[src/depc_defs.svh]
// Register selectors, field positions and reset values for the event counters
`ifndef DEPC_DEFS_SVH
`define DEPC_DEFS_SVH
`define DEPC_SEL_CONFIG_0 2'h0
`define DEPC_SEL_CONFIG_1 2'h1
`define DEPC_SEL_COUNT_0 2'h2
`define DEPC_SEL_COUNT_1 2'h3
`define DEPC_CFG_RESET 32'h0000_0000
`define DEPC_CNT_RESET 40'h00_0000_0000
`define DEPC_FLD_LOW_PRIV 16
`define DEPC_FLD_KERNEL 17
`define DEPC_FLD_EDGE 18
`define DEPC_FLD_PIN_INC 19
`define DEPC_FLD_IRQ 20
`define DEPC_FLD_GLOBAL_EN 22
`define DEPC_FLD_FLIP 23
`define DEPC_FLD_PERMIT 8
`endif

[src/depc_pkg.sv]
// Types shared by the event counter files
package depc_pkg;
   typedef struct packed {
      logic [7:0] per_cycle_threshold;
      logic threshold_flip;
      logic global_enable;
      logic reserved_21;
      logic irq_enable;
      logic pin_on_increment;
      logic edge_detect;
      logic kernel_level_count;
      logic low_privilege_count;
      logic [7:0] event_qualifier;
      logic [7:0] event_code;
   } depc_config_s;
   typedef struct packed {
      logic valid;
      logic write;
      logic [1:0] select;
      logic [39:0] wdata;
   } depc_req_s;
endpackage

[src/depc_counter_lane.sv]
// One 40-bit event counter lane with qualification and pin/interrupt pulses
`timescale 1ns/100ps
`default_nettype none
`include "depc_defs.svh"
module depc_counter_lane #(
   parameter int WIDTH = 40,
   parameter int EVW = 4
) (
   input wire logic i_clock,
   input wire logic i_reset_n,
   input wire depc_pkg::depc_config_s i_config,
   input wire logic i_active,
   input wire logic i_kernel,
   input wire logic [EVW-1:0] i_event_count,
   input wire logic i_load,
   input wire logic [31:0] i_load_value,
   output logic [WIDTH-1:0] o_count,
   output logic o_monitor_pin,
   output logic o_irq
);
   import depc_pkg::*;
   logic [WIDTH-1:0] next_count;
   logic next_pin;
   logic next_irq;
   logic cond_prev;
   logic next_cond_prev;
   logic priv_ok;
   logic cond;
   logic [EVW-1:0] add;
   logic [WIDTH:0] sum;
   always_comb begin
      // privilege window
      priv_ok = (i_kernel && i_config.kernel_level_count) ||
                (!i_kernel && i_config.low_privilege_count);
      add = '0;
      cond = 1'b0;
      // threshold compare, flip
      if (i_config.per_cycle_threshold != 8'h00) begin
         cond = ({{(8 > EVW ? 8 - EVW : 0){1'b0}}, i_event_count} >=
                 i_config.per_cycle_threshold) ^ i_config.threshold_flip;
         add = EVW'(cond);
      end else begin
         // add full per-cycle count
         cond = i_event_count != '0;
         add = i_event_count;
      end
      next_cond_prev = cond && priv_ok && i_active;
      // edge detect rising only
      if (i_config.edge_detect) begin
         add = EVW'(next_cond_prev && !cond_prev);
      end
      if (!(priv_ok && i_active)) begin
         add = '0;
      end
      sum = {1'b0, o_count} + {{(WIDTH + 1 - EVW){1'b0}}, add};
      next_count = sum[WIDTH-1:0];
      // sign extend bit 31
      if (i_load) begin
         next_count = {{(WIDTH - 32){i_load_value[31]}}, i_load_value};
      end
      // one-cycle pin pulse
      next_pin = i_config.pin_on_increment ? (add != '0) : sum[WIDTH];
      // overflow interrupt
      next_irq = i_config.irq_enable && sum[WIDTH];
      if (i_load) begin
         next_pin = 1'b0;
         next_irq = 1'b0;
      end
   end
   always_ff @(posedge i_clock or negedge i_reset_n) begin
      if (!i_reset_n) begin
         o_count <= `DEPC_CNT_RESET;
         o_monitor_pin <= 1'b0;
         o_irq <= 1'b0;
         cond_prev <= 1'b0;
      end else begin
         o_count <= next_count;
         o_monitor_pin <= next_pin;
         o_irq <= next_irq;
         cond_prev <= next_cond_prev;
      end
   end
endmodule
`default_nettype wire

[src/depc_dual_event_perf_counter.sv]
// Dual event performance counter: register access and two counter lanes
// Functional notes
// Two independent 40-bit counters
// Duration mode counts clocks condition true
// Bits 7:0 select event unit
// Bits 15:8 qualify the event
// Bit 16 counts at levels 1-3
// Bit 17 counts at level 0
// Bit 18 counts rising edges only
// Bit 19 pin per increment else overflow
// Pin pulse lasts one clock
// Bit 20 raises overflow interrupt request
// Bit 22 of config 0 enables both
// Bit 23 flips threshold compare sense
// Nonzero threshold adds one when met
// Zero threshold adds per-cycle event count
// Counter write sign-extends bit 31
// User read gated by permit bit
// Privileged access only at level 0
// Counting starts right after enable write
// Clearing configs stops counting
// User read samples without serializing
// Overflow is wrap past all ones
`timescale 1ns/100ps
`default_nettype none
`include "depc_defs.svh"
module depc_dual_event_perf_counter #(
   parameter int WIDTH = 40,
   parameter int EVW = 4
) (
   input wire logic i_clock,
   input wire logic i_reset_n,
   input wire logic [1:0] i_privilege_level,
   input wire logic i_user_read_permit,
   input wire depc_pkg::depc_req_s i_req,
   input wire logic i_user_counter_read,
   input wire logic i_user_read_select,
   input wire logic [255:0] i_event_lines_0,
   input wire logic [255:0] i_event_lines_1,
   output logic [63:0] o_rdata,
   output logic o_rdata_valid,
   output logic o_fault,
   output logic [7:0] o_event_qualifier_0,
   output logic [7:0] o_event_qualifier_1,
   output logic [1:0] o_monitor_pin,
   output logic o_interrupt_request
);
   import depc_pkg::*;
   depc_config_s event_config_0;
   depc_config_s event_config_1;
   depc_config_s next_config_0;
   depc_config_s next_config_1;
   logic [63:0] next_rdata;
   logic next_valid;
   logic next_fault;
   logic [WIDTH-1:0] count_0;
   logic [WIDTH-1:0] count_1;
   logic [1:0] lane_irq;
   logic kernel;
   logic priv_ok;
   logic [1:0] load;
   logic active_0;
   logic active_1;
   logic [EVW-1:0] ev_0;
   logic [EVW-1:0] ev_1;

   // Event lines carry one bit per unit; code picks one, a hit counts as one
   function automatic logic [EVW-1:0] pick(input logic [255:0] lines, input logic [7:0] code);
      pick = EVW'(lines[code]);
   endfunction

   function automatic logic [63:0] count_word(input logic [WIDTH-1:0] c);
      count_word = {{(64 - WIDTH){1'b0}}, c};
   endfunction

   assign kernel = i_privilege_level == 2'b00;
   // privileged access level 0
   assign priv_ok = i_req.valid && kernel;
   assign load[0] = priv_ok && i_req.write && i_req.select == `DEPC_SEL_COUNT_0;
   assign load[1] = priv_ok && i_req.write && i_req.select == `DEPC_SEL_COUNT_1;
   // event select decode
   assign ev_0 = pick(i_event_lines_0, event_config_0.event_code);
   assign ev_1 = pick(i_event_lines_1, event_config_1.event_code);
   // qualifier drives event units
   assign o_event_qualifier_0 = event_config_0.event_qualifier;
   assign o_event_qualifier_1 = event_config_1.event_qualifier;
   // global enable gating
   assign active_0 = event_config_0.global_enable && (event_config_0 != '0);
   assign active_1 = event_config_0.global_enable && (event_config_1 != '0);

   always_comb begin
      next_config_0 = event_config_0;
      next_config_1 = event_config_1;
      if (priv_ok && i_req.write && i_req.select == `DEPC_SEL_CONFIG_0) begin
         next_config_0 = depc_config_s'(i_req.wdata[31:0]);
      end
      if (priv_ok && i_req.write && i_req.select == `DEPC_SEL_CONFIG_1) begin
         next_config_1 = depc_config_s'(i_req.wdata[31:0]);
         // Enable flag lives only in the first config register
         next_config_1.global_enable = 1'b0;
      end
      next_config_0.reserved_21 = 1'b0;
      next_config_1.reserved_21 = 1'b0;
   end

   always_comb begin
      next_rdata = o_rdata;
      next_valid = 1'b0;
      next_fault = 1'b0;
      if (i_req.valid && !kernel) begin
         next_fault = 1'b1;
      end else if (priv_ok && !i_req.write) begin
         next_valid = 1'b1;
         unique case (i_req.select)
            `DEPC_SEL_CONFIG_0: next_rdata = {32'h0000_0000, event_config_0};
            `DEPC_SEL_CONFIG_1: next_rdata = {32'h0000_0000, event_config_1};
            `DEPC_SEL_COUNT_0: next_rdata = count_word(count_0);
            default: next_rdata = count_word(count_1);
         endcase
      // User read yields to a register request in the same cycle
      end else if (i_user_counter_read && !i_req.valid) begin
         // permit bit gates user read
         if (i_user_read_permit && !kernel) begin
            next_fault = 1'b1;
         end else begin
            next_valid = 1'b1;
            // samples live count, no ordering
            next_rdata = count_word(i_user_read_select ? count_1 : count_0);
         end
      end
   end

   always_ff @(posedge i_clock or negedge i_reset_n) begin
      if (!i_reset_n) begin
         event_config_0 <= `DEPC_CFG_RESET;
         event_config_1 <= `DEPC_CFG_RESET;
         o_rdata <= 64'h0000_0000_0000_0000;
         o_rdata_valid <= 1'b0;
         o_fault <= 1'b0;
      end else begin
         event_config_0 <= next_config_0;
         event_config_1 <= next_config_1;
         o_rdata <= next_rdata;
         o_rdata_valid <= next_valid;
         o_fault <= next_fault;
      end
   end

   // two independent lanes
   depc_counter_lane #(.WIDTH(WIDTH), .EVW(EVW)) u_lane_0 (
      .i_clock(i_clock),
      .i_reset_n(i_reset_n),
      .i_config(event_config_0),
      .i_active(active_0),
      .i_kernel(kernel),
      .i_event_count(ev_0),
      .i_load(load[0]),
      .i_load_value(i_req.wdata[31:0]),
      .o_count(count_0),
      .o_monitor_pin(o_monitor_pin[0]),
      .o_irq(lane_irq[0])
   );
   depc_counter_lane #(.WIDTH(WIDTH), .EVW(EVW)) u_lane_1 (
      .i_clock(i_clock),
      .i_reset_n(i_reset_n),
      .i_config(event_config_1),
      .i_active(active_1),
      .i_kernel(kernel),
      .i_event_count(ev_1),
      .i_load(load[1]),
      .i_load_value(i_req.wdata[31:0]),
      .o_count(count_1),
      .o_monitor_pin(o_monitor_pin[1]),
      .o_irq(lane_irq[1])
   );
   // one request line to the local interrupt controller
   assign o_interrupt_request = |lane_irq;
endmodule
`default_nettype wire

[config.mk]
export PLATFORM = sky130hd
export DESIGN_NAME = depc_dual_event_perf_counter
export DESIGN_NICKNAME = d
export VERILOG_FILES = /design/src/depc_pkg.sv /design/src/depc_counter_lane.sv /design/src/depc_dual_event_perf_counter.sv
export VERILOG_INCLUDE_DIRS = /design/src
export SDC_FILE = /design/constraint.sdc
export NUM_CORES = 1
export LEC_CHECK = 0
export BUFFER_PORTS_ARGS = -buffer_cell sky130_fd_sc_hd__buf_4
export CAP_MARGIN = 20
export CORE_AREA = 8 8 248 250
export DETAILED_ROUTE_END_ITERATION = 12
export DIE_AREA = 0 0 256 258
export SYNTH_ARGS = -nofsm -noshare
export SYNTH_HDL_FRONTEND = slang
export SYNTH_SLANG_ARGS = --single-unit
[constraint.sdc]
create_clock -name i_clock -period 7.2 [get_ports i_clock]
set_input_delay 1.44 -clock i_clock [delete_from_list [all_inputs] [get_ports i_clock]]
set_output_delay 1.44 -clock i_clock [all_outputs]
set_load 0.005 [all_outputs]
==> PnR_summary.wiki, run 1 <==
{| class="wikitable"
! Metric !! Value
|-
| Die Outline Area || 66000 µm²
|-
| Seq pwr share || 38.5%
|-
| Count of placed standard cells in the final layout, fillers left out || 2685
|-
| Count of yosys warnings during synthesis || 0
|-
| Flop2flop setup slack || 0.51 ns
|-
| Gpl congestion || 0.900
|-
| Cells on Worst Hold Path || 1
|-
| Number of enable flip-flop cells after synthesis || 0
|-
| Insertion delay of the later-clocked pin in the worst-skew pair || 0.45 ns
|-
| Floorplan row count || 88
|-
| Number of buffers inserted by port buffering || 615
|-
| Register bit count reported by yosys || 189
|-
| Slowest library cell on the worst path || dfrtp_4
|-
| Worst slew pin tran || 1.03 ns
|-
| DR vias/cell || 5.11
|-
| Worst setup EP type || register
|-
| Fmax || 150 MHz
|-
| Setup WS post-layout || 0.512 ns
|-
| Layout net count || 2474
|-
| Net load switching power || 1.63 mW
|-
| Number of antenna violations at the first check in global routing || 11
|-
| Critical path data arrival time || 7.06 ns
|-
| Post-placement worst setup slack || 0.270 ns
|-
| Leak pwr || 8.94 nW
|-
| CP Cell Sequence || buf_4 > mux4_2 > mux4_2 > mux2_2 > nand2_1 > a2bb2oi_1 > o211ai_2 > ha_1 > nor2b_1 > a21o_1 > a21oi_1 > o21ai_0 > nand2_1 > a21oi_2 > ha_1 > ha_1 > nand2_1 > nor4_1 > buf_4 > nand3_1 > nor2_1 > nand2_1 > nor4_1 > a31o_1
|-
| Clock Sinks || 189
|-
| CP max stage delay || 0.92 ns
|-
| Global-route wire length before repair || 96.6 mm
|-
| Max-cap viol count || 0
|-
| Area growth from synthesis to layout || 39.6%
|-
| Chip width || 256 µm
|-
| Number of buffers inserted during clock tree synthesis || 17
|-
| CTS resizes || 0
|-
| Post-route standard cell area excluding fillers || 20400 µm²
|-
| Number of distinct standard cells referenced by the synthesized netlist || 59
|-
| Pin count of the biggest net entering global routing || 108
|-
| Total number of vias || 13700
|-
| Area after DPL || 19800 µm²
|-
| Sequential-to-total area share from yosys stat || 32.4%
|-
| Critical path start-end classification || reg2reg
|-
| Leading area contributor after synthesis || dfrtp_1
|-
| Final Max Slew Viols || 0
|-
| Internal Power || 2.81 mW
|-
| FFs w/ async S/R, synth || 100%
|-
| Y dimension of the die || 258 µm
|-
| Switching part of the total || 36.7%
|-
| Buffer type at the clock tree root || clkbuf_16
|-
| Number of global-route vias before repair || 14700
|-
| Post-synthesis instance area || 14600 µm²
|-
| Normalized max-slew margin || 31.3%
|-
| Layout cell share with drive strength beyond 1 || 44.6%
|-
| Worst reg2reg endpoint || u_lane_1.o_monitor_pin$_DFF_PN0_
|-
| Setup TNS Final || 0 ns
|-
| Post-Route Skew || 0.0206 ns
|-
| H-tree levels || 4
|-
| Synthesized area per cell || 10.7 µm²
|-
| Post CTS Setup Buffer Count || 0
|-
| Clock transition at path regs || 0.08 ns
|-
| Routed wirelength normalized by instance count || 24.7 µm
|-
| IO Count || 648
|-
| Residual DRC count || 0
|-
| Worst voltage drop across the vdd grid || 0.138 mV
|-
| WHS Endpoint || o_rdata[22]$_DFFE_PN0P_
|-
| R2R Path Start || event_config_1[0]$_DFFE_PN0P_
|-
| Starting Density || 25.5%
|-
| Buffer depth of the longest clock path || 2
|-
| Gate family responsible for the most delay along the worst path || simple AND/OR/NAND/NOR gates
|-
| ANT nets after route || 0
|-
| GRT Util Overall || 19.2%
|-
| Most repeated library cell on the critical path || nand2_1
|-
| Result of the run || complete, no violations
|-
| Global-route congestion overflow total || 0
|-
| Primary FF master, synth || dfrtp_1
|-
| Total count of hold-check failures in the final report || 0
|-
| Cts hold-fix bufs || 0
|-
| Endpoint required time on the critical path || 7.58 ns
|-
| Starting DRC count in detailed routing || 837
|-
| Crit Path Max Fanout || 35
|-
| Dominant cells by area after synthesis || dfrtp_1 32%, mux4_2 22%, mux2i_1 7.1%
|-
| Crit path buf inv count || 2
|-
| Half-perimeter wire length after placement || 53.9 mm
|-
| RSZ-0062 raised after global routing || no
|-
| Crit share post-route || 92.9%
|-
| Tmin final || 6.69 ns
|-
| Worst r2r path cells || 24
|-
| Portion of synthesized cell area occupied by the leading cell type || 32.4%
|-
| Area of the core region || 57400 µm²
|-
| Cells after DPL || 2651
|-
| Launch instance of the worst min-delay path || o_rdata[22]$_DFFE_PN0P_
|-
| TritonCTS clock tree || yes
|-
| Worst min-delay path category || reg2reg
|-
| Clk network pwr share || 21.4%
|-
| First-pass DRT Iterations || 5
|-
| Pwr per Cell Area || 218 nW/µm²
|-
| Count of mapped cells out of synthesis || 1361
|-
| Final count of negative-setup-slack endpoints || 0
|-
| Proportion of power drawn by combinational gates || 40.0%
|-
| Type of origin of the critical path || register
|-
| Final routed wirelength across all metal layers || 66.3 mm
|}
[worst register-to-register path, cell delays in order, from the launching register on]
cell and delay, ns:
dfrtp_4 0.92, buf_4 0.42, mux4_2 0.59, mux4_2 0.49, mux2_2 0.27, nand2_1 0.07, a2bb2oi_1 0.09, o211ai_2 0.17
ha_1 0.31, nor2b_1 0.17, a21o_1 0.14, a21oi_1 0.10, o21ai_0 0.09, nand2_1 0.08, a21oi_2 0.27, ha_1 0.25
ha_1 0.21, nand2_1 0.11, nor4_1 0.49, buf_4 0.24, nand3_1 0.15, nor2_1 0.28, nand2_1 0.20, nor4_1 0.33
a31o_1 0.16
[cells in the mapped netlist, types with 10 or more instances]
master and number:
a21oi_1 113, a22oi_1 33, and3_1 17, buf_1 10, buf_2 22, buf_4 46
clkbuf_1 66, dfrtp_1 189, inv_1 15, mux2_1 63, mux2_2 16, mux2i_1 103
mux4_2 143, nand2_1 88, nand3_1 48, nand4_1 19, nor2_1 125, nor2b_1 12
nor3_1 11, o21ai_0 34, xnor2_1 35, xor2_1 41
[final cells by class]
type | instances | area, µm²
clock inverter | 15 | 151
timing repair buffer | 650 | 4910
fill | 5731 | 37000
clock buffer | 17 | 425
antenna | 2 | 5.00
sequential | 189 | 4740
inverter | 16 | 60.1
tap | 765 | 957
multi-input combinational | 1031 | 9130
[worst max path at each step]
stage | startpoint | end | slack, ns | depth (start not counted)
floorplan | i_event_lines_1[191] | u_lane_1.o_count[34]$_DFF_PN0_ | 1.34 | 22
global placement | i_event_lines_0[163] | u_lane_0.o_irq$_DFF_PN0_ | 0.28 | 23
detailed placement | i_event_lines_1[223] | u_lane_1.o_monitor_pin$_DFF_PN0_ | 0.27 | 23
CTS | event_config_1[0]$_DFFE_PN0P_ | u_lane_1.o_monitor_pin$_DFF_PN0_ | 0.45 | 24
global route | event_config_0[0]$_DFFE_PN0P_ | u_lane_0.o_count[38]$_DFF_PN0_ | 0.006 | 26
finish | event_config_1[0]$_DFFE_PN0P_ | u_lane_1.o_monitor_pin$_DFF_PN0_ | 0.51 | 24
[cells by family after synthesis]
logic type               count (synthesis)  share of synthesized area, %
adder cells (fa/ha/maj)                  6                         0.514
AND/OR/NAND/NOR                        359                          11.5
other                                    1                        0.0257
XOR/XNOR                                76                          4.56
multiplexers                           325                          35.2
flip-flops                             189                          32.4
buffers and inverters                  164                          5.79
AO/OA/AOI/OAI                          241                          9.97
[power groups by stage]
stage	clock network, mW	logic (mW)	registers [mW]
2_1_floorplan	0	1.18	1.50
3_3_place_gp	0	1.77	1.72
3_5_place_dp	0	1.80	1.74
4_1_cts	0.966	1.80	1.71
5_1_grt	1.01	1.93	1.77
6_report	0.950	1.78	1.71
[flip-flops by register name, summed over array words and instances (netlist names)]
name                    flops
o_rdata                    40
u_lane_0.o_count           40
u_lane_1.o_count           40
event_config_0             23
event_config_1             22
o_event_qualifier_0         8
o_event_qualifier_1         8
o_fault                     1
o_rdata_valid               1
u_lane_0.cond_prev          1
u_lane_0.o_irq              1
u_lane_0.o_monitor_pin      1
u_lane_1.cond_prev          1
u_lane_1.o_irq              1
u_lane_1.o_monitor_pin      1
[metal layers]
| metal | wire [µm] | vias up | part of all wire [%] | global-route usage (%) |
|---|---|---|---|---|
| met5 | 63 | - | 0.095 | 0 |
| met4 | 1640 | 10 | 2.5 | 5.31 |
| met3 | 6420 | 94 | 9.7 | 7.64 |
| li1 | - | 6192 | - | - |
| met2 | 32100 | 611 | 48 | 32.3 |
| met1 | 26100 | 6820 | 39 | 22.7 |
[metrics by stage]
step | util [%] | power, mW | hold slack [ns]
6_report | 35.5 | 4.44 | 0.484
5_1_grt | 35.5 | 4.71 | 0.501
4_1_cts | 35.5 | 4.48 | 0.488
3_5_place_dp | 34.5 | 3.53 | 0.471
3_3_place_gp | 34.5 | 3.48 | 0.468
2_1_floorplan | - | 2.69 | 0.473
[cell usage in the layout, fill, tap and decap left out, types with 8 or more instances in the layout]
cell type,n
nor3_1,11
nor4_1,8
xnor2_1,35
buf_4,647
nand4_1,19
dfrtp_1,183
xor2_1,41
nand3_1,47
mux4_2,143
and3_1,17
o221ai_1,8
mux2_2,16
mux2_1,63
o21ai_0,34
o21a_1,8
a21oi_1,113
nor2_1,124
a22oi_1,33
conb_1,24
nand2_1,87
clkbuf_16,17
mux2i_1,103
inv_1,15
nor2b_1,12
No activity file was read; power rests on OpenSTA's default activity.
==> run 2, diff against run 1 <==
--- a/config.mk
+++ b/config.mk
@@ -8,9 +8,9 @@
 export LEC_CHECK = 0
 export BUFFER_PORTS_ARGS = -buffer_cell sky130_fd_sc_hd__buf_4
 export CAP_MARGIN = 20
-export CORE_AREA = 8 8 248 250
+export CORE_AREA = 8 8 247 249
 export DETAILED_ROUTE_END_ITERATION = 12
-export DIE_AREA = 0 0 256 258
+export DIE_AREA = 0 0 255 257
 export SYNTH_ARGS = -nofsm -noshare
 export SYNTH_HDL_FRONTEND = slang
 export SYNTH_SLANG_ARGS = --single-unit
==> constraint.sdc (replaced) <==
create_clock -name i_clock -period 5.6 [get_ports i_clock]
set_input_delay 1.12 -clock i_clock [delete_from_list [all_inputs] [get_ports i_clock]]
set_output_delay 1.12 -clock i_clock [all_outputs]
set_load 0.005 [all_outputs]
==> PnR_summary.wiki, run 2 (synthesis gave the netlist of run 1 again) <==
{| class="wikitable"
! Metric !! Value
|-
| Seq pwr share || 35.2%
|-
| Normalized max-slew margin || 29.4%
|-
| WHS Endpoint || o_rdata[14]$_DFFE_PN0P_
|-
| Gpl congestion || 0.975
|-
| Flop2flop setup slack || 0.19 ns
|-
| Worst r2r path cells || 26
|-
| Highest routed metal layer || met5
|-
| Fmax || 182 MHz
|-
| Total count of hold-check failures in the final report || 0
|-
| Number of buffers inserted during clock tree synthesis || 17
|-
| Worst min-delay path category || reg2reg
|-
| Worst reg2reg endpoint || u_lane_0.o_count[36]$_DFF_PN0_
|-
| Count of placed standard cells in the final layout, fillers left out || 2772
|-
| Number of buffers inserted by port buffering || 615
|-
| Pwr per Cell Area || 279 nW/µm²
|-
| RSZ-0062 raised after global routing || yes
|-
| Buffer depth of the longest clock path || 2
|-
| Result of the run || complete, no violations
|-
| Max-cap viol count || 0
|-
| Commonest non-fill, non-tap cell in the layout || buf_4
|-
| Cts hold-fix bufs || 0
|-
| Launch instance of the worst min-delay path || o_rdata[14]$_DFFE_PN0P_
|-
| Area after DPL || 20400 µm²
|-
| Largest regs || o_rdata (40), u_lane_0.o_count (40), u_lane_1.o_count (40)
|-
| Clock transition at path regs || 0.08 ns
|-
| Area growth from synthesis to layout || 46.8%
|-
| Area of the core region || 57000 µm²
|-
| Met1 WL || 29.9 mm
|-
| Buffer type at the clock tree root || clkbuf_16
|-
| Worst slew pin tran || 1.05 ns
|-
| GRT Util Overall || 21.1%
|-
| Chip width || 255 µm
|-
| Routed wirelength normalized by instance count || 26.0 µm
|-
| Leak pwr || 9.46 nW
|-
| ANT nets after route || 0
|-
| Final routed wirelength across all metal layers || 72.0 mm
|-
| Crit share post-route || 98.0%
|-
| DR vias/cell || 5.12
|-
| Final count of negative-setup-slack endpoints || 0
|-
| Total number of vias || 14200
|-
| First-pass DRT Iterations || 5
|-
| Clk network pwr share || 20.0%
|-
| Starting DRC count in detailed routing || 825
|-
| Critical path start-end classification || in2reg
|-
| Number of antenna violations at the first check in global routing || 4
|-
| Proportion of power drawn by combinational gates || 44.8%
|-
| Critical path data arrival time || 5.85 ns
|-
| Half-perimeter wire length after placement || 59.5 mm
|-
| Layout cell share with drive strength beyond 1 || 49.1%
|-
| Worst voltage drop across the vdd grid || 0.179 mV
|-
| Worst setup EP type || register
|-
| Final Max Slew Viols || 0
|-
| Cells after DPL || 2724
|-
| Net load switching power || 2.20 mW
|-
| Number of global-route vias before repair || 15200
|-
| Tmin final || 5.49 ns
|-
| Met2 Wirelength || 36.2 mm
|-
| R2R Path Start || event_config_0[2]$_DFFE_PN0P_
|-
| IO Count || 648
|-
| Y dimension of the die || 257 µm
|-
| Clock Sinks || 189
|-
| Insertion delay of the later-clocked pin in the worst-skew pair || 0.44 ns
|-
| TritonCTS clock tree || yes
|-
| Die Outline Area || 65500 µm²
|-
| Global-route congestion overflow total || 0
|-
| Floorplan row count || 88
|-
| Post-Route Skew || 0.0149 ns
|-
| Top library cells by usage in the layout, fill and taps aside || 718 x buf_4, 182 x dfrtp_1, 143 x mux4_2
|-
| Switching part of the total || 36.8%
|-
| Pin count of the biggest net entering global routing || 103
|-
| Residual DRC count || 0
|-
| Global-route wire length before repair || 104 mm
|-
| Routed wl met3 || 4.39 mm
|-
| Type of origin of the critical path || input pin
|-
| Layout net count || 2561
|-
| Endpoint required time on the critical path || 5.96 ns
|-
| Post-route standard cell area excluding fillers || 21400 µm²
|-
| H-tree levels || 4
|-
| Starting Density || 25.6%
|-
| Internal Power || 3.78 mW
|-
| Crit Path Max Fanout || 3
|-
| Cells on Worst Hold Path || 2
|}
## run 2: stage by stage
stage	setup slack (ns)	hold WS, ns	setup TNS [ns]	util, %	total power, mW
2_1_floorplan	0.0590	0.473	0	-	3.46
3_3_place_gp	-0.654	0.468	-15.65	35.8	4.64
3_5_place_dp	-0.551	0.471	-13.75	35.8	4.70
4_1_cts	0.000243	0.487	0	37.1	5.97
5_1_grt	-0.0531	0.509	-0.110	37.6	6.31
6_report	0.114	0.484	0	37.6	5.98
## run 2: what timing repair did
action                                  CTS  global route
endpoints found under the setup margin   15            37
pin swaps                                 0            26
gates cloned                              1             0
gates resized for setup                   9            55
buffers inserted                          6             7
## run 2: power groups by stage
stage / Sequential [mW] / Combinational (mW) / Clock (mW)
2_1_floorplan: 1.93 / 1.52 / 0
3_3_place_gp: 2.11 / 2.52 / 0
3_5_place_dp: 2.13 / 2.56 / 0
4_1_cts: 2.09 / 2.65 / 1.22
5_1_grt: 2.16 / 2.88 / 1.27
6_report: 2.10 / 2.68 / 1.20
## run 2: how the worst max path moves through the flow
stage | from | endpoint | slack (ns) | cells after the start
6_report | i_event_lines_0[163] | u_lane_0.o_count[36]$_DFF_PN0_ | 0.11 | 25
4_1_cts | i_event_lines_0[163] | u_lane_0.o_irq$_DFF_PN0_ | 0.0002 | 23
5_1_grt | i_event_lines_0[163] | u_lane_0.o_count[36]$_DFF_PN0_ | -0.05 | 25
2_1_floorplan | i_event_lines_1[191] | u_lane_1.o_count[34]$_DFF_PN0_ | 0.06 | 22
3_5_place_dp | i_event_lines_0[163] | u_lane_0.o_count[36]$_DFF_PN0_ | -0.55 | 24
3_3_place_gp | i_event_lines_0[163] | u_lane_0.o_count[34]$_DFF_PN0_ | -0.65 | 25
## run 2: layout make-up
class	instances	area, µm²
inverters	16	60.1
clock inverters	12	104
repair buffers	737	5700
flip-flops and latches	189	4750
multi-input cells	1031	9400
clock buffers	20	467
diodes	2	5.00
well taps	765	957
fillers	5671	35600
## run 2: critical path, stage by stage
cell	delay, ns
buf_6	0.09
mux4_2	0.49
mux4_2	0.50
o22a_4	0.23
nand4b_1	0.14
a31oi_4	0.14
nor2_2	0.11
ha_1	0.15
inv_2	0.05
a2111oi_4	0.29
a21oi_2	0.07
o21ai_1	0.08
and3_1	0.20
o21ai_2	0.08
a21oi_2	0.13
ha_2	0.22
ha_4	0.13
nand4_1	0.21
buf_4	0.22
nor3_4	0.16
nand2_2	0.10
or3_4	0.40
or2_4	0.27
xor2_2	0.14
a21oi_1	0.13
## run 2: metal layers
layer | vias to the layer above | global-route usage, %
li1 | 6361 | -
met5 | - | 0
met2 | 595 | 36.6
met4 | 2 | 4.90
met3 | 59 | 3.56
met1 | 7182 | 27.1
==> run 3, diff against run 2 <==
--- a/config.mk
+++ b/config.mk
@@ -8,9 +8,9 @@
 export LEC_CHECK = 0
 export BUFFER_PORTS_ARGS = -buffer_cell sky130_fd_sc_hd__buf_4
 export CAP_MARGIN = 20
-export CORE_AREA = 8 8 247 249
+export CORE_AREA = 2 2 256 258
 export DETAILED_ROUTE_END_ITERATION = 12
-export DIE_AREA = 0 0 255 257
+export DIE_AREA = 0 0 258 260
 export SYNTH_ARGS = -nofsm -noshare
 export SYNTH_HDL_FRONTEND = slang
 export SYNTH_SLANG_ARGS = --single-unit
==> constraint.sdc (replaced) <==
create_clock -name i_clock -period 4.96 [get_ports i_clock]
set_input_delay 0.992 -clock i_clock [delete_from_list [all_inputs] [get_ports i_clock]]
set_output_delay 0.992 -clock i_clock [all_outputs]
set_load 0.005 [all_outputs]
==> PnR_summary.wiki, run 3 (synthesis gave the netlist of run 1 again) <==
{| class="wikitable"
! Metric !! Value
|-
| DR vias/cell || 4.88
|-
| Routed wirelength normalized by instance count || 23.3 µm
|-
| Worst r2r path cells || 28
|-
| Buffer depth of the longest clock path || 2
|-
| Routed wl met3 || 5.15 mm
|-
| CP max stage delay || 0.51 ns
|-
| Result of the run || complete, but fails checks
|-
| Worst setup EP type || register
|-
| RSZ-0062 raised after global routing || yes
|-
| Largest regs || o_rdata (40), u_lane_0.o_count (40), u_lane_1.o_count (40)
|-
| Leak pwr || 10.1 nW
|-
| Crit Path Max Fanout || 5
|-
| Worst voltage drop across the vdd grid || 0.187 mV
|-
| Floorplan row count || 93
|-
| Endpoint required time on the critical path || 5.33 ns
|-
| Layout cell share with drive strength beyond 1 || 53.7%
|-
| Max-cap viol count || 0
|-
| Cells on Worst Hold Path || 2
|-
| H-tree levels || 4
|-
| First-pass DRT Iterations || 5
|-
| Setup WS post-layout || -0.371 ns
|-
| Total number of vias || 14300
|-
| Fmax || 188 MHz
|-
| Failing checks || setup timing
|-
| Highest routed metal layer || met5
|-
| ANT nets after route || 0
|-
| Buffer type at the clock tree root || clkbuf_16
|-
| Final Max Slew Viols || 0
|-
| Area growth from synthesis to layout || 56.8%
|-
| Y dimension of the die || 260 µm
|-
| Number of global-route vias before repair || 15100
|-
| Layout net count || 2628
|-
| GRT Util Overall || 19.8%
|-
| Starting DRC count in detailed routing || 865
|-
| Final routed wirelength across all metal layers || 68.4 mm
|-
| Worst slew pin tran || 0.853 ns
|-
| Chip width || 258 µm
|-
| Cells after DPL || 2848
|-
| Residual DRC count || 0
|-
| Post-Route Skew || 0.0143 ns
|-
| Top library cells by usage in the layout, fill and taps aside || 739 x buf_4, 185 x dfrtp_1, 143 x mux4_2
|-
| Crit share post-route || 107%
|-
| Global-route congestion overflow total || 0
|-
| Number of buffers inserted during clock tree synthesis || 17
|-
| Normalized max-slew margin || 43.1%
|-
| Global-route wire length before repair || 98.2 mm
|-
| Minimum hold slack || 0.493 ns
|-
| Post-placement worst setup slack || -1.08 ns
|-
| Number of buffers inserted by port buffering || 615
|-
| Critical path data arrival time || 5.70 ns
|-
| Total count of hold-check failures in the final report || 0
|-
| Pin count of the biggest net entering global routing || 81
|-
| Insertion delay of the later-clocked pin in the worst-skew pair || 0.46 ns
|-
| Critical path start-end classification || reg2reg
|-
| Gpl congestion || 0.933
|-
| TritonCTS clock tree || yes
|-
| Worst min-delay path category || reg2reg
|-
| Met1 WL || 27.4 mm
|-
| Area of the core region || 64100 µm²
|-
| Met2 Wirelength || 33.9 mm
|-
| Final count of negative-setup-slack endpoints || 36
|-
| Cts hold-fix bufs || 0
|-
| Pwr per Cell Area || 307 nW/µm²
|-
| Tmin final || 5.33 ns
|-
| Starting Density || 22.8%
|-
| Count of placed standard cells in the final layout, fillers left out || 2936
|-
| Commonest non-fill, non-tap cell in the layout || buf_4
|-
| Half-perimeter wire length after placement || 54.8 mm
|-
| Number of antenna violations at the first check in global routing || 13
|-
| IO Count || 648
|-
| Die Outline Area || 67100 µm²
|-
| Type of origin of the critical path || register
|-
| Clock Sinks || 189
|-
| Clock transition at path regs || 0.08 ns
|-
| Slowest library cell on the worst path || dfrtp_4
|}
## run 3: cell types whose count changed in the layout (fill, tap and decap cells not counted), moves of 5 or more
cell | previous run | this run
nor2_4 | 1 | 14
buf_4 | 718 | 739
xnor2_1 | 35 | 27
clkinvlp_4 | 5 | 0
nand2_1 | 84 | 71
nand3_4 | 0 | 5
buf_12 | 7 | 20
nand2_2 | 4 | 13
nand3_2 | 5 | 14
buf_6 | 9 | 37
nand3_1 | 43 | 29
nor2_1 | 119 | 108
diode_2 | 2 | 9
xnor2_2 | 0 | 8
## run 3: path summary, 6_finish.rpt
path,from,endpoint,slack (ns)
max,event_config_0[1]$_DFFE_PN0P_,u_lane_0.o_count[36]$_DFF_PN0_,-0.37
min,o_rdata[29]$_DFFE_PN0P_,o_rdata[29]$_DFFE_PN0P_,0.49
max reg2reg,event_config_0[1]$_DFFE_PN0P_,u_lane_0.o_count[36]$_DFF_PN0_,-0.37
min reg2reg,o_rdata[29]$_DFFE_PN0P_,o_rdata[29]$_DFFE_PN0P_,0.49
max in group asynchronous,i_reset_n,o_rdata[18]$_DFFE_PN0P_,3.26
min in group asynchronous,i_reset_n,u_lane_1.o_count[32]$_DFF_PN0_,0.60
## run 3: layout make-up
| cell class | count | area [µm²] |
|---|---|---|
| diodes | 9 | 22.5 |
| clock buffers | 17 | 425 |
| clock inverters | 15 | 161 |
| fillers | 6429 | 41200 |
| inverters | 16 | 60.1 |
| multi-input cells | 1031 | 9860 |
| flip-flops and latches | 189 | 4740 |
| well taps | 855 | 1070 |
| repair buffers | 804 | 6550 |
## run 3: power by group
part | switching, mW | internal [mW] | total, mW
Clock | 0.714 | 0.681 | 1.39
Sequential | 0.466 | 1.89 | 2.36
Combinational | 1.42 | 1.86 | 3.28
## run 3: layer usage
layer	vias up	track usage, %
met1	7206	24.1
met3	71	5.19
met2	558	34.2
met5	-	0
li1	6492	-
met4	6	5.84
## run 3: critical path: cells and delay by family (launching register included)
family	cells	cell delay (ns)
AOI/OAI and AO/OA	9	1.34
DFF	1	0.51
muxes	1	0.43
xor gates and xnor gates	1	0.14
buffers and inverters	5	0.66
adders and majority gates	3	0.52
and+or+nand+nor	9	1.62
## run 3: timing repair
item | CTS | global route
endpoints found under the setup margin | 67 | 64
setup buffers | 26 | 26
pin swaps | 55 | 59
cloned | 5 | 0
gates resized for setup | 101 | 73
## run 3: metrics by stage
stage               util [%]  instance area (µm²)  power, mW  TNS, ns
floorplan                  -                14800       3.93   -0.415
global placement        32.8                21000       5.36   -39.01
detailed placement      32.8                21000       5.42   -39.64
CTS                     35.0                22400       7.05    -3.70
global route            35.7                22900       7.45   -16.25
finish                  35.7                22900       7.03    -4.78
